**config.mk**
```make
export PLATFORM = sky130hd
export DESIGN_NAME = tsie_top
export DESIGN_NICKNAME = d
export VERILOG_FILES = /design/src/logic/tsie_pkg.sv /design/src/logic/tsie_top.sv
export VERILOG_INCLUDE_DIRS = /design/src /design/src/logic
export SDC_FILE = /design/constraint.sdc
export NUM_CORES = 1
export LEC_CHECK = 0
export ABC_AREA = 1
export BUFFER_PORTS_ARGS = -buffer_cell sky130_fd_sc_hd__buf_2
export CORE_AREA = 2 2 98 100
export CTS_CLUSTER_SIZE = 25
export DETAILED_ROUTE_END_ITERATION = 10
export DIE_AREA = 0 0 100 102
export PLACE_DENSITY = 0.63
export SLEW_MARGIN = 20
export SYNTH_ARGS = -nofsm -noshare
export SYNTH_HDL_FRONTEND = slang
export SYNTH_SLANG_ARGS = --single-unit
```
**constraint.sdc**
```tcl
create_clock -name clk -period 1.6 [get_ports clk]
set_input_delay 0.32 -clock clk [delete_from_list [all_inputs] [get_ports clk]]
set_output_delay 0.32 -clock clk [all_outputs]
set_load 0.03 [all_outputs]
```
**src/logic/tsie_map.svh**
```systemverilog
// Register map, field positions and reset values of the tag status and interrupt enable block
`ifndef TSIE_MAP_SVH
`define TSIE_MAP_SVH

// Register indices; byte address is four times the index
`define TSIE_IDX_CTRL 18'h0FFF0
`define TSIE_IDX_CLEAR 18'h0FFF2
`define TSIE_IDX_FLAG 18'h0FFF8
`define TSIE_IDX_ENABLE 18'h0FFFA
`define TSIE_IDX_STATUS 18'h0FFFC

// Status word fields
`define TSIE_ST_READY 0
`define TSIE_ST_CRC 1
`define TSIE_ST_ACTIVITY 2
`define TSIE_ST_CMD_LSB 4
`define TSIE_ST_CMD_MSB 5

// Event bit positions, shared by flag, clear and enable words
`define TSIE_EV_CRC_DONE 3
`define TSIE_EV_PARITY 4
`define TSIE_EV_REQUEST 5
`define TSIE_EV_FIELD_LOSS 6
`define TSIE_EV_GEN_ERROR 7
`define TSIE_EV_PREFETCH 8
`define TSIE_EV_MASK 16'h01F8

// Control word fields
`define TSIE_CTL_INT_EN 2
`define TSIE_CTL_INT_HIGH 3
`define TSIE_CTL_INT_DRIVE 4
`define TSIE_CTL_MASK 16'h001C

// Reset values
`define TSIE_RST_ENABLE 16'h0000
`define TSIE_RST_STATUS 16'h0000
`define TSIE_RST_FLAG 16'h0000
`define TSIE_RST_CTRL 16'h0000

// Bus responses
`define TSIE_RESP_OKAY 2'h0
`define TSIE_RESP_DECERR 2'h3

`endif

```
**src/logic/tsie_pkg.sv**
```systemverilog
// Types of the tag status and interrupt enable block
package tsie_pkg;

    typedef logic [15:0] tsie_word_t;

    typedef enum logic [1:0] {
        TSIE_CMD_NONE,
        TSIE_CMD_SELECT,
        TSIE_CMD_READ,
        TSIE_CMD_UPDATE
    } tsie_cmd_t;

endpackage

```
**src/logic/tsie_top.sv**
```systemverilog
// Status word, interrupt flags, enable masking and interrupt pin driver behind an AXI4-Lite slave
//
// Design decision made here: the AXI4-Lite interface to the registers.
`timescale 1ns/10ps
`include "tsie_map.svh"

module tsie_top import tsie_pkg::*; #(
    parameter int ADDR_W = 18
) (
    // Clock and reset
    input wire logic clk,
    input wire logic rst_n,
    // AXI4-Lite write address
    input wire logic [ADDR_W-1:0] s_axi_awaddr,
    input wire logic [2:0] s_axi_awprot,
    input wire logic s_axi_awvalid,
    output logic s_axi_awready,
    // AXI4-Lite write data
    input wire logic [31:0] s_axi_wdata,
    input wire logic [3:0] s_axi_wstrb,
    input wire logic s_axi_wvalid,
    output logic s_axi_wready,
    // AXI4-Lite write response
    output logic [1:0] s_axi_bresp,
    output logic s_axi_bvalid,
    input wire logic s_axi_bready,
    // AXI4-Lite read address
    input wire logic [ADDR_W-1:0] s_axi_araddr,
    input wire logic [2:0] s_axi_arprot,
    input wire logic s_axi_arvalid,
    output logic s_axi_arready,
    // AXI4-Lite read data
    output logic [31:0] s_axi_rdata,
    output logic [1:0] s_axi_rresp,
    output logic s_axi_rvalid,
    input wire logic s_axi_rready,
    // Device state levels
    input wire logic device_ready,
    input wire logic contactless_activity,
    input wire logic crc_active,
    // Received Type 4 command
    input wire logic cmd_valid,
    input wire logic [1:0] cmd_code,
    // Event pulses
    input wire logic crc_done_event,
    input wire logic parity_fault_event,
    input wire logic field_loss_event,
    input wire logic generic_error_event,
    input wire logic prefetch_event,
    // Interrupt
    output logic irq,
    output logic int_pin_out,
    output logic int_pin_oe
);

    // Apply the 2-bit byte enables of a write onto a stored 16-bit word
    function automatic tsie_word_t merge_bytes(input tsie_word_t old_val, input tsie_word_t new_val,
                                               input logic [1:0] strb);
        tsie_word_t res;
        res = old_val;
        if (strb[0]) begin
            res[7:0] = new_val[7:0];
        end
        if (strb[1]) begin
            res[15:8] = new_val[15:8];
        end
        return res;
    endfunction

    // Turn a byte address into a register index; the two low address bits are dropped
    function automatic logic [ADDR_W-1:0] reg_index(input logic [ADDR_W-1:0] addr);
        return {2'h0, addr[ADDR_W-1:2]};
    endfunction

    // Any mapped index
    function automatic logic is_mapped(input logic [ADDR_W-1:0] idx);
        return (idx == `TSIE_IDX_CTRL) || (idx == `TSIE_IDX_CLEAR) || (idx == `TSIE_IDX_FLAG) ||
               (idx == `TSIE_IDX_ENABLE) || (idx == `TSIE_IDX_STATUS);
    endfunction

    // Usable access: a mapped word at an aligned byte address; anything else gets a decode error
    function automatic logic addr_ok(input logic [ADDR_W-1:0] addr);
        return is_mapped(reg_index(addr)) && (addr[1:0] == 2'h0);
    endfunction

    // Registers
    tsie_word_t enable_reg;
    tsie_word_t flag_reg;
    tsie_word_t ctrl_reg;
    tsie_cmd_t cmd_reg;
    logic ready_reg;
    logic activity_reg;
    logic crc_reg;

    // Write channel holding
    logic aw_full_reg;
    logic w_full_reg;
    logic [ADDR_W-1:0] aw_addr_reg;
    tsie_word_t w_data_reg;
    logic [1:0] w_strb_reg;
    logic bvalid_reg;
    logic [1:0] bresp_reg;

    // Read channel
    logic rvalid_reg;
    logic [31:0] rdata_reg;
    logic [1:0] rresp_reg;

    // Derived
    logic wr_fire;
    logic [ADDR_W-1:0] wr_idx;
    logic [ADDR_W-1:0] rd_idx;
    tsie_word_t clear_mask;
    tsie_word_t event_vec;
    tsie_word_t status_word;
    tsie_word_t flag_next;
    logic pending;
    logic wr_ok;
    logic rd_ok;
    logic wr_enable_hit;
    logic wr_ctrl_hit;
    logic wr_clear_hit;
    tsie_word_t rd_word;

    // Ready stays low while a response waits, so a second write cannot overtake the first
    assign s_axi_awready = !aw_full_reg && !bvalid_reg;
    assign s_axi_wready = !w_full_reg && !bvalid_reg;
    assign s_axi_bvalid = bvalid_reg;
    assign s_axi_bresp = bresp_reg;
    assign s_axi_arready = !rvalid_reg;
    assign s_axi_rvalid = rvalid_reg;
    assign s_axi_rdata = rdata_reg;
    assign s_axi_rresp = rresp_reg;

    // Protection attributes carry no meaning here; every access is treated alike
    assign wr_fire = aw_full_reg && w_full_reg && !bvalid_reg;
    assign wr_idx = reg_index(aw_addr_reg);
    assign rd_idx = reg_index(s_axi_araddr);
    assign wr_ok = addr_ok(aw_addr_reg);
    assign rd_ok = addr_ok(s_axi_araddr);

    // Write decode: a word is only touched when its address is aligned and mapped
    assign wr_enable_hit = wr_fire && wr_ok && (wr_idx == `TSIE_IDX_ENABLE);
    assign wr_ctrl_hit = wr_fire && wr_ok && (wr_idx == `TSIE_IDX_CTRL);
    assign wr_clear_hit = wr_fire && wr_ok && (wr_idx == `TSIE_IDX_FLAG || wr_idx == `TSIE_IDX_CLEAR);

    // Address and data may arrive in either order; each is parked until both are present
    always_ff @(posedge clk or negedge rst_n) begin
        if (!rst_n) begin
            aw_full_reg <= 1'b0;
            aw_addr_reg <= '0;
        end else if (s_axi_awvalid && s_axi_awready) begin
            aw_full_reg <= 1'b1;
            aw_addr_reg <= s_axi_awaddr;
        end else if (wr_fire) begin
            aw_full_reg <= 1'b0;
        end
    end

    always_ff @(posedge clk or negedge rst_n) begin
        if (!rst_n) begin
            w_full_reg <= 1'b0;
            w_data_reg <= 16'h0000;
            w_strb_reg <= 2'h0;
        end else if (s_axi_wvalid && s_axi_wready) begin
            w_full_reg <= 1'b1;
            w_data_reg <= s_axi_wdata[15:0];
            w_strb_reg <= s_axi_wstrb[1:0];
        end else if (wr_fire) begin
            w_full_reg <= 1'b0;
        end
    end

    // Write response; unmapped addresses answer with a decode error and change nothing
    always_ff @(posedge clk or negedge rst_n) begin
        if (!rst_n) begin
            bvalid_reg <= 1'b0;
            bresp_reg <= `TSIE_RESP_OKAY;
        end else if (wr_fire) begin
            bvalid_reg <= 1'b1;
            bresp_reg <= wr_ok ? `TSIE_RESP_OKAY : `TSIE_RESP_DECERR;
        end else if (s_axi_bready) begin
            bvalid_reg <= 1'b0;
        end
    end

    always_ff @(posedge clk or negedge rst_n) begin
        if (!rst_n) begin
            enable_reg <= `TSIE_RST_ENABLE;
        end else if (wr_enable_hit) begin
            enable_reg <= merge_bytes(enable_reg, w_data_reg, w_strb_reg) & `TSIE_EV_MASK;
        end
    end

    // Control word: global enable, polarity and drive of the interrupt pin
    always_ff @(posedge clk or negedge rst_n) begin
        if (!rst_n) begin
            ctrl_reg <= `TSIE_RST_CTRL;
        end else if (wr_ctrl_hit) begin
            ctrl_reg <= merge_bytes(ctrl_reg, w_data_reg, w_strb_reg) & `TSIE_CTL_MASK;
        end
    end

    // write-one clears, from the flag word or its clear alias
    always_comb begin
        clear_mask = 16'h0000;
        if (wr_clear_hit) begin
            clear_mask = merge_bytes(16'h0000, w_data_reg, w_strb_reg) & `TSIE_EV_MASK;
        end
    end

    always_comb begin
        event_vec = 16'h0000;
        event_vec[`TSIE_EV_CRC_DONE] = crc_done_event;
        event_vec[`TSIE_EV_PARITY] = parity_fault_event;
        event_vec[`TSIE_EV_REQUEST] = cmd_valid;
        event_vec[`TSIE_EV_FIELD_LOSS] = field_loss_event;
        event_vec[`TSIE_EV_GEN_ERROR] = generic_error_event;
        event_vec[`TSIE_EV_PREFETCH] = prefetch_event;
    end

    // sticky flags; an event in the clearing cycle survives the clear
    assign flag_next = (flag_reg & ~clear_mask) | event_vec;

    always_ff @(posedge clk or negedge rst_n) begin
        if (!rst_n) begin
            flag_reg <= `TSIE_RST_FLAG;
        end else begin
            flag_reg <= flag_next;
        end
    end

    // A command with code none still raises the request flag
    // command code is loaded with the general request flag, kept until the next one
    always_ff @(posedge clk or negedge rst_n) begin
        if (!rst_n) begin
            cmd_reg <= TSIE_CMD_NONE;
        end else if (cmd_valid) begin
            cmd_reg <= tsie_cmd_t'(cmd_code);
        end
    end

    // Registering the levels gives a read one consistent snapshot of all three
    // live state levels, one register stage
    always_ff @(posedge clk or negedge rst_n) begin
        if (!rst_n) begin
            ready_reg <= 1'b0;
            activity_reg <= 1'b0;
            crc_reg <= 1'b0;
        end else begin
            ready_reg <= device_ready;
            activity_reg <= contactless_activity;
            crc_reg <= crc_active;
        end
    end

    always_comb begin
        status_word = `TSIE_RST_STATUS;
        status_word[`TSIE_ST_READY] = ready_reg;
        status_word[`TSIE_ST_CRC] = crc_reg;
        status_word[`TSIE_ST_ACTIVITY] = activity_reg;
        status_word[`TSIE_ST_CMD_MSB:`TSIE_ST_CMD_LSB] = cmd_reg;
    end

    // Read word select; the clear alias, unmapped and misaligned words read zero
    always_comb begin
        rd_word = 16'h0000;
        if (rd_ok) begin
            unique case (rd_idx)
                `TSIE_IDX_STATUS: rd_word = status_word;
                `TSIE_IDX_ENABLE: rd_word = enable_reg;
                `TSIE_IDX_FLAG: rd_word = flag_reg;
                `TSIE_IDX_CTRL: rd_word = ctrl_reg;
                `TSIE_IDX_CLEAR: rd_word = 16'h0000;
                default: rd_word = 16'h0000;
            endcase
        end
    end

    // Read path: one register stage, bits 31..16 always zero
    always_ff @(posedge clk or negedge rst_n) begin
        if (!rst_n) begin
            rvalid_reg <= 1'b0;
            rdata_reg <= 32'h0000_0000;
            rresp_reg <= `TSIE_RESP_OKAY;
        end else if (s_axi_arvalid && s_axi_arready) begin
            rvalid_reg <= 1'b1;
            rresp_reg <= rd_ok ? `TSIE_RESP_OKAY : `TSIE_RESP_DECERR;
            rdata_reg <= {16'h0000, rd_word};
        end else if (s_axi_rready) begin
            rvalid_reg <= 1'b0;
        end
    end

    assign pending = |(flag_reg & enable_reg);

    // Pin and request are registered on the same edge so they never disagree
    // request gated by global enable, registered every cycle
    always_ff @(posedge clk or negedge rst_n) begin
        if (!rst_n) begin
            irq <= 1'b0;
        end else begin
            irq <= ctrl_reg[`TSIE_CTL_INT_EN] && pending;
        end
    end

    // Pin driver; idle level is only driven when drive mode asks, else an external resistor holds it
    always_ff @(posedge clk or negedge rst_n) begin
        if (!rst_n) begin
            int_pin_out <= 1'b0;
            int_pin_oe <= 1'b0;
        end else if (!ctrl_reg[`TSIE_CTL_INT_EN]) begin
            int_pin_out <= 1'b0;
            int_pin_oe <= 1'b0;
        end else if (pending) begin
            int_pin_out <= ctrl_reg[`TSIE_CTL_INT_HIGH];
            int_pin_oe <= 1'b1;
        end else begin
            int_pin_out <= !ctrl_reg[`TSIE_CTL_INT_HIGH];
            int_pin_oe <= ctrl_reg[`TSIE_CTL_INT_DRIVE];
        end
    end

endmodule

```
==> results.md <==
* Worst hold path stage count at 1
* Core Footprint at 9109 sq um
* Setup clock skew after layout at 0.007017 ns
* Post-detailed-placement half-perimeter wirelength at 4915 microns
* Filler cell count at 933
* Total power per unit cell area at 1350 nW/um^2
* Layout Nets at 567
* Mapped Avg Cell Area at 8.429 sq um
* Unique masters post-synth at 24
* Most used cell along the critical path: sky130_fd_sc_hd__buf_4
* Cell area after placement at 3691 sq um
* Antenna diode instance count at 0
* Post-synthesis cell count at 372
* Required time of the critical path at 1.28 ns
* Total global routing overflow at 0
* Post-synth top area cell: sky130_fd_sc_hd__dfrtp_1
* Routability congestion estimate at 0.7465
* Post-detailed-route count of antenna-violating nets at 0
* Combined buffer and inverter count along the critical path at 2
* Shortest clock period the worst path allows after layout at 1.511 ns
* Post-route standard cell area excluding fillers at 3959 sq um
* Total stage count of the critical path at 3
* Filler-free cell count of the finished design at 587
* Yosys warns at 0
* Final hold violation count at 0
* Startpoint class of the critical path: flop
* Wirelength, routed at 6475 microns
* Fraction of final layout cells with drive strength greater than 1 at 0.2941
* Worst path cell trace: buf_4 > nor2_2 > buf_4
* Crit path max-delay family: flip-flops
* Setup total negative slack at 0 ns
* Peak per-stage delay on the critical path at 0.42 ns
* Chip height at 102 microns
* Gr usage total at 0.1376
* DRT iter0 DRCs at 68
* Maximum resistive drop on vdd at 1286 uV
* Source of the worst register-to-register timing path: s_axi_bvalid$_DFFE_PN0P_
* Top cell type's share of synthesized area at 0.5188
* Ranking of synthesized cells by area: sky130_fd_sc_hd__dfrtp_1 52%, sky130_fd_sc_hd__nand2_1 12%, sky130_fd_sc_hd__buf_4 6.0%
* Beginning of the worst hold path: contactless_activity
* Clock latency on the worst-skew pair at 0.34 ns
* Die X at 100 microns
* Library cell contributing the largest single delay on the critical path: sky130_fd_sc_hd__dfrtp_2
* Endpoint arrival time on the critical path at 1.19 ns
* Number of register bits inferred by synthesis at 65
* Worst Reg2Reg Path Length in Cells at 7
* Via count of the first global-routing pass at 2484
* Topmost layer with routed signal wires: met4
* Starting density of the core at 0.3442
* Worst Setup Slack, final at 0.08950 ns
* Static leakage at 2.098 nW
* Classification of the worst-slack hold path: primary input to flop
* Portion of the clock cycle consumed by the worst path in the final layout at 0.9441
* Run status: complete, no violations
* Sequential cell area in the final layout at 1628 sq um
* Global-route wire length before repair at 10900 microns
* Number of detailed-route iterations in the first pass at 5
* Worst setup timing slack at the placement stage at 0.04884 ns
* Final hold slack at 0.08481 ns
* Share of synthesized area occupied by flip-flops and latches at 0.5188
* Sinks on Clock Net at 65
* Max Fanout on Critical Path at 4
* CTS tree: done
* Multi-input gate area at 1226 sq um
* Crit Path Class: flop to output port
* Number of antenna violations at the first check in global routing at 0
* Clock tree root driver cell: sky130_fd_sc_hd__clkbuf_8
* Worst setup path startpoint: s_axi_bvalid$_DFFE_PN0P_
* Max reg flops at 18
* Pin count of the biggest net entering global routing at 66
* Post-synthesis instance area at 3136 sq um
* Routed metal-1 wirelength at 2690 microns
* Detailed-route wire length per cell at 11.03 microns
* Number of vias after detailed routing at 2574
* Number of port buffers at 83
* Max clock buf depth at 2
* Clock-pin slew on the worst setup and hold paths at 0.07 ns
* Max Transition Viols Final at 0
* Placement Rows at 35
* Placed cell count at 570
* Number of CTS-inserted buffers at 9
* Post-detailed-route DRC marker count at 0
* Power after layout at 5.346 mW
* Utilization of the core after routing at 0.4346
* Setup Buffers After CTS at 0
* Vias per inst at 4.385
* Wire length on met2 at 3133 microns
* Setup violations, final at 0
* DR WL met3 at 572 microns
* Maxcap violations at 0
* Layout area overhead at 26.26%
* Fmax at 662.0 MHz
* DIE AREA at 10200 sq um
* CTS HTree Levels at 3
* Crit path capture type: output port
* Number of top-level pins at 140
-- Yosys cell counts --
library cell	number
sky130_fd_sc_hd__o21ai_1	5
sky130_fd_sc_hd__nor3b_1	1
sky130_fd_sc_hd__nand3_4	1
sky130_fd_sc_hd__buf_4	25
sky130_fd_sc_hd__nand3_1	13
sky130_fd_sc_hd__o22ai_1	1
sky130_fd_sc_hd__a22o_1	2
sky130_fd_sc_hd__inv_2	1
sky130_fd_sc_hd__buf_2	1
sky130_fd_sc_hd__a21oi_1	16
sky130_fd_sc_hd__nand3_2	1
sky130_fd_sc_hd__o21ai_0	18
sky130_fd_sc_hd__nand2_1	100
sky130_fd_sc_hd__conb_1	1
sky130_fd_sc_hd__clkbuf_1	4
sky130_fd_sc_hd__nor3_4	2
sky130_fd_sc_hd__mux2_2	14
sky130_fd_sc_hd__inv_1	47
sky130_fd_sc_hd__nor4_1	1
sky130_fd_sc_hd__nand4_1	8
sky130_fd_sc_hd__dfrtp_1	65
sky130_fd_sc_hd__o21ai_2	1
sky130_fd_sc_hd__nor2_1	43
sky130_fd_sc_hd__nor2_2	1
-- path summary, 6_finish.rpt --
check,slack (ns),to
max,0.09,s_axi_wready
min,0.08,activity_reg$_DFF_PN0_
max reg2reg,0.12,enable_reg[6]$_DFFE_PN0P_
min reg2reg,0.48,cmd_reg[1]$_DFFE_PN0P_
max in group asynchronous,0.80,s_axi_bvalid$_DFFE_PN0P_
min in group asynchronous,0.51,aw_addr_reg[14]$_DFFE_PN0P_
-- timing repair --
action                                  in CTS  in global routing
endpoints found under the setup margin       0                  9
hold buffers                                 1                  0
endpoints found under the hold margin       56                  0
gates resized for setup                      0                  8
-- cell usage in the layout (no fill, tap or decap), types with 3 or more instances in the layout --
cell | netlist | layout
sky130_fd_sc_hd__nand2_1 | 100 | 99
sky130_fd_sc_hd__buf_2 | 1 | 82
sky130_fd_sc_hd__dfrtp_1 | 65 | 64
sky130_fd_sc_hd__inv_1 | 47 | 46
sky130_fd_sc_hd__nor2_1 | 43 | 39
sky130_fd_sc_hd__conb_1 | 1 | 23
sky130_fd_sc_hd__o21ai_0 | 18 | 17
sky130_fd_sc_hd__a21oi_1 | 16 | 16
sky130_fd_sc_hd__mux2_2 | 14 | 14
sky130_fd_sc_hd__nand3_1 | 13 | 12
sky130_fd_sc_hd__buf_4 | 25 | 11
sky130_fd_sc_hd__clkbuf_8 | 0 | 9
sky130_fd_sc_hd__nand4_1 | 8 | 8
sky130_fd_sc_hd__o21ai_1 | 5 | 6
sky130_fd_sc_hd__nor2_2 | 1 | 4
sky130_fd_sc_hd__bufinv_16 | 0 | 3
-- layer usage --
layer | global-route usage | up-vias
met4 | 0.05269 | 0
met3 | 0.05267 | 7
met2 | 0.2354 | 101
met1 | 0.1573 | 1145
met5 | 0 | -
li1 | - | 1321
-- layout make-up --
cell class	instances	share of cell area
inverter	48	0.04551
timing repair buffer	96	0.1372
tap	111	0.03508
sequential	65	0.4112
multi-input combinational	251	0.3097
clock inverter	7	0.03003
clock buffer	9	0.03129
-- power by group --
group	internal (mW)	leakage, nW	total (mW)	switching, mW
Clock	1.03	0.115	1.67	0.639
Sequential	2.04	0.776	2.28	0.240
Combinational	0.567	1.21	1.40	0.830
Total	3.64	2.10	5.35	1.71
-- kinds of logic after synthesis --
kind of cell,count (synthesis),share of synthesized area
other,1,0.001196
AO/OA/AOI/OAI,43,0.07263
buffers and inverters,78,0.1237
AND/OR/NAND/NOR,171,0.2334
multiplexers,14,0.05028
flip-flops,65,0.5188
No activity file was read; power rests on OpenSTA's default activity.
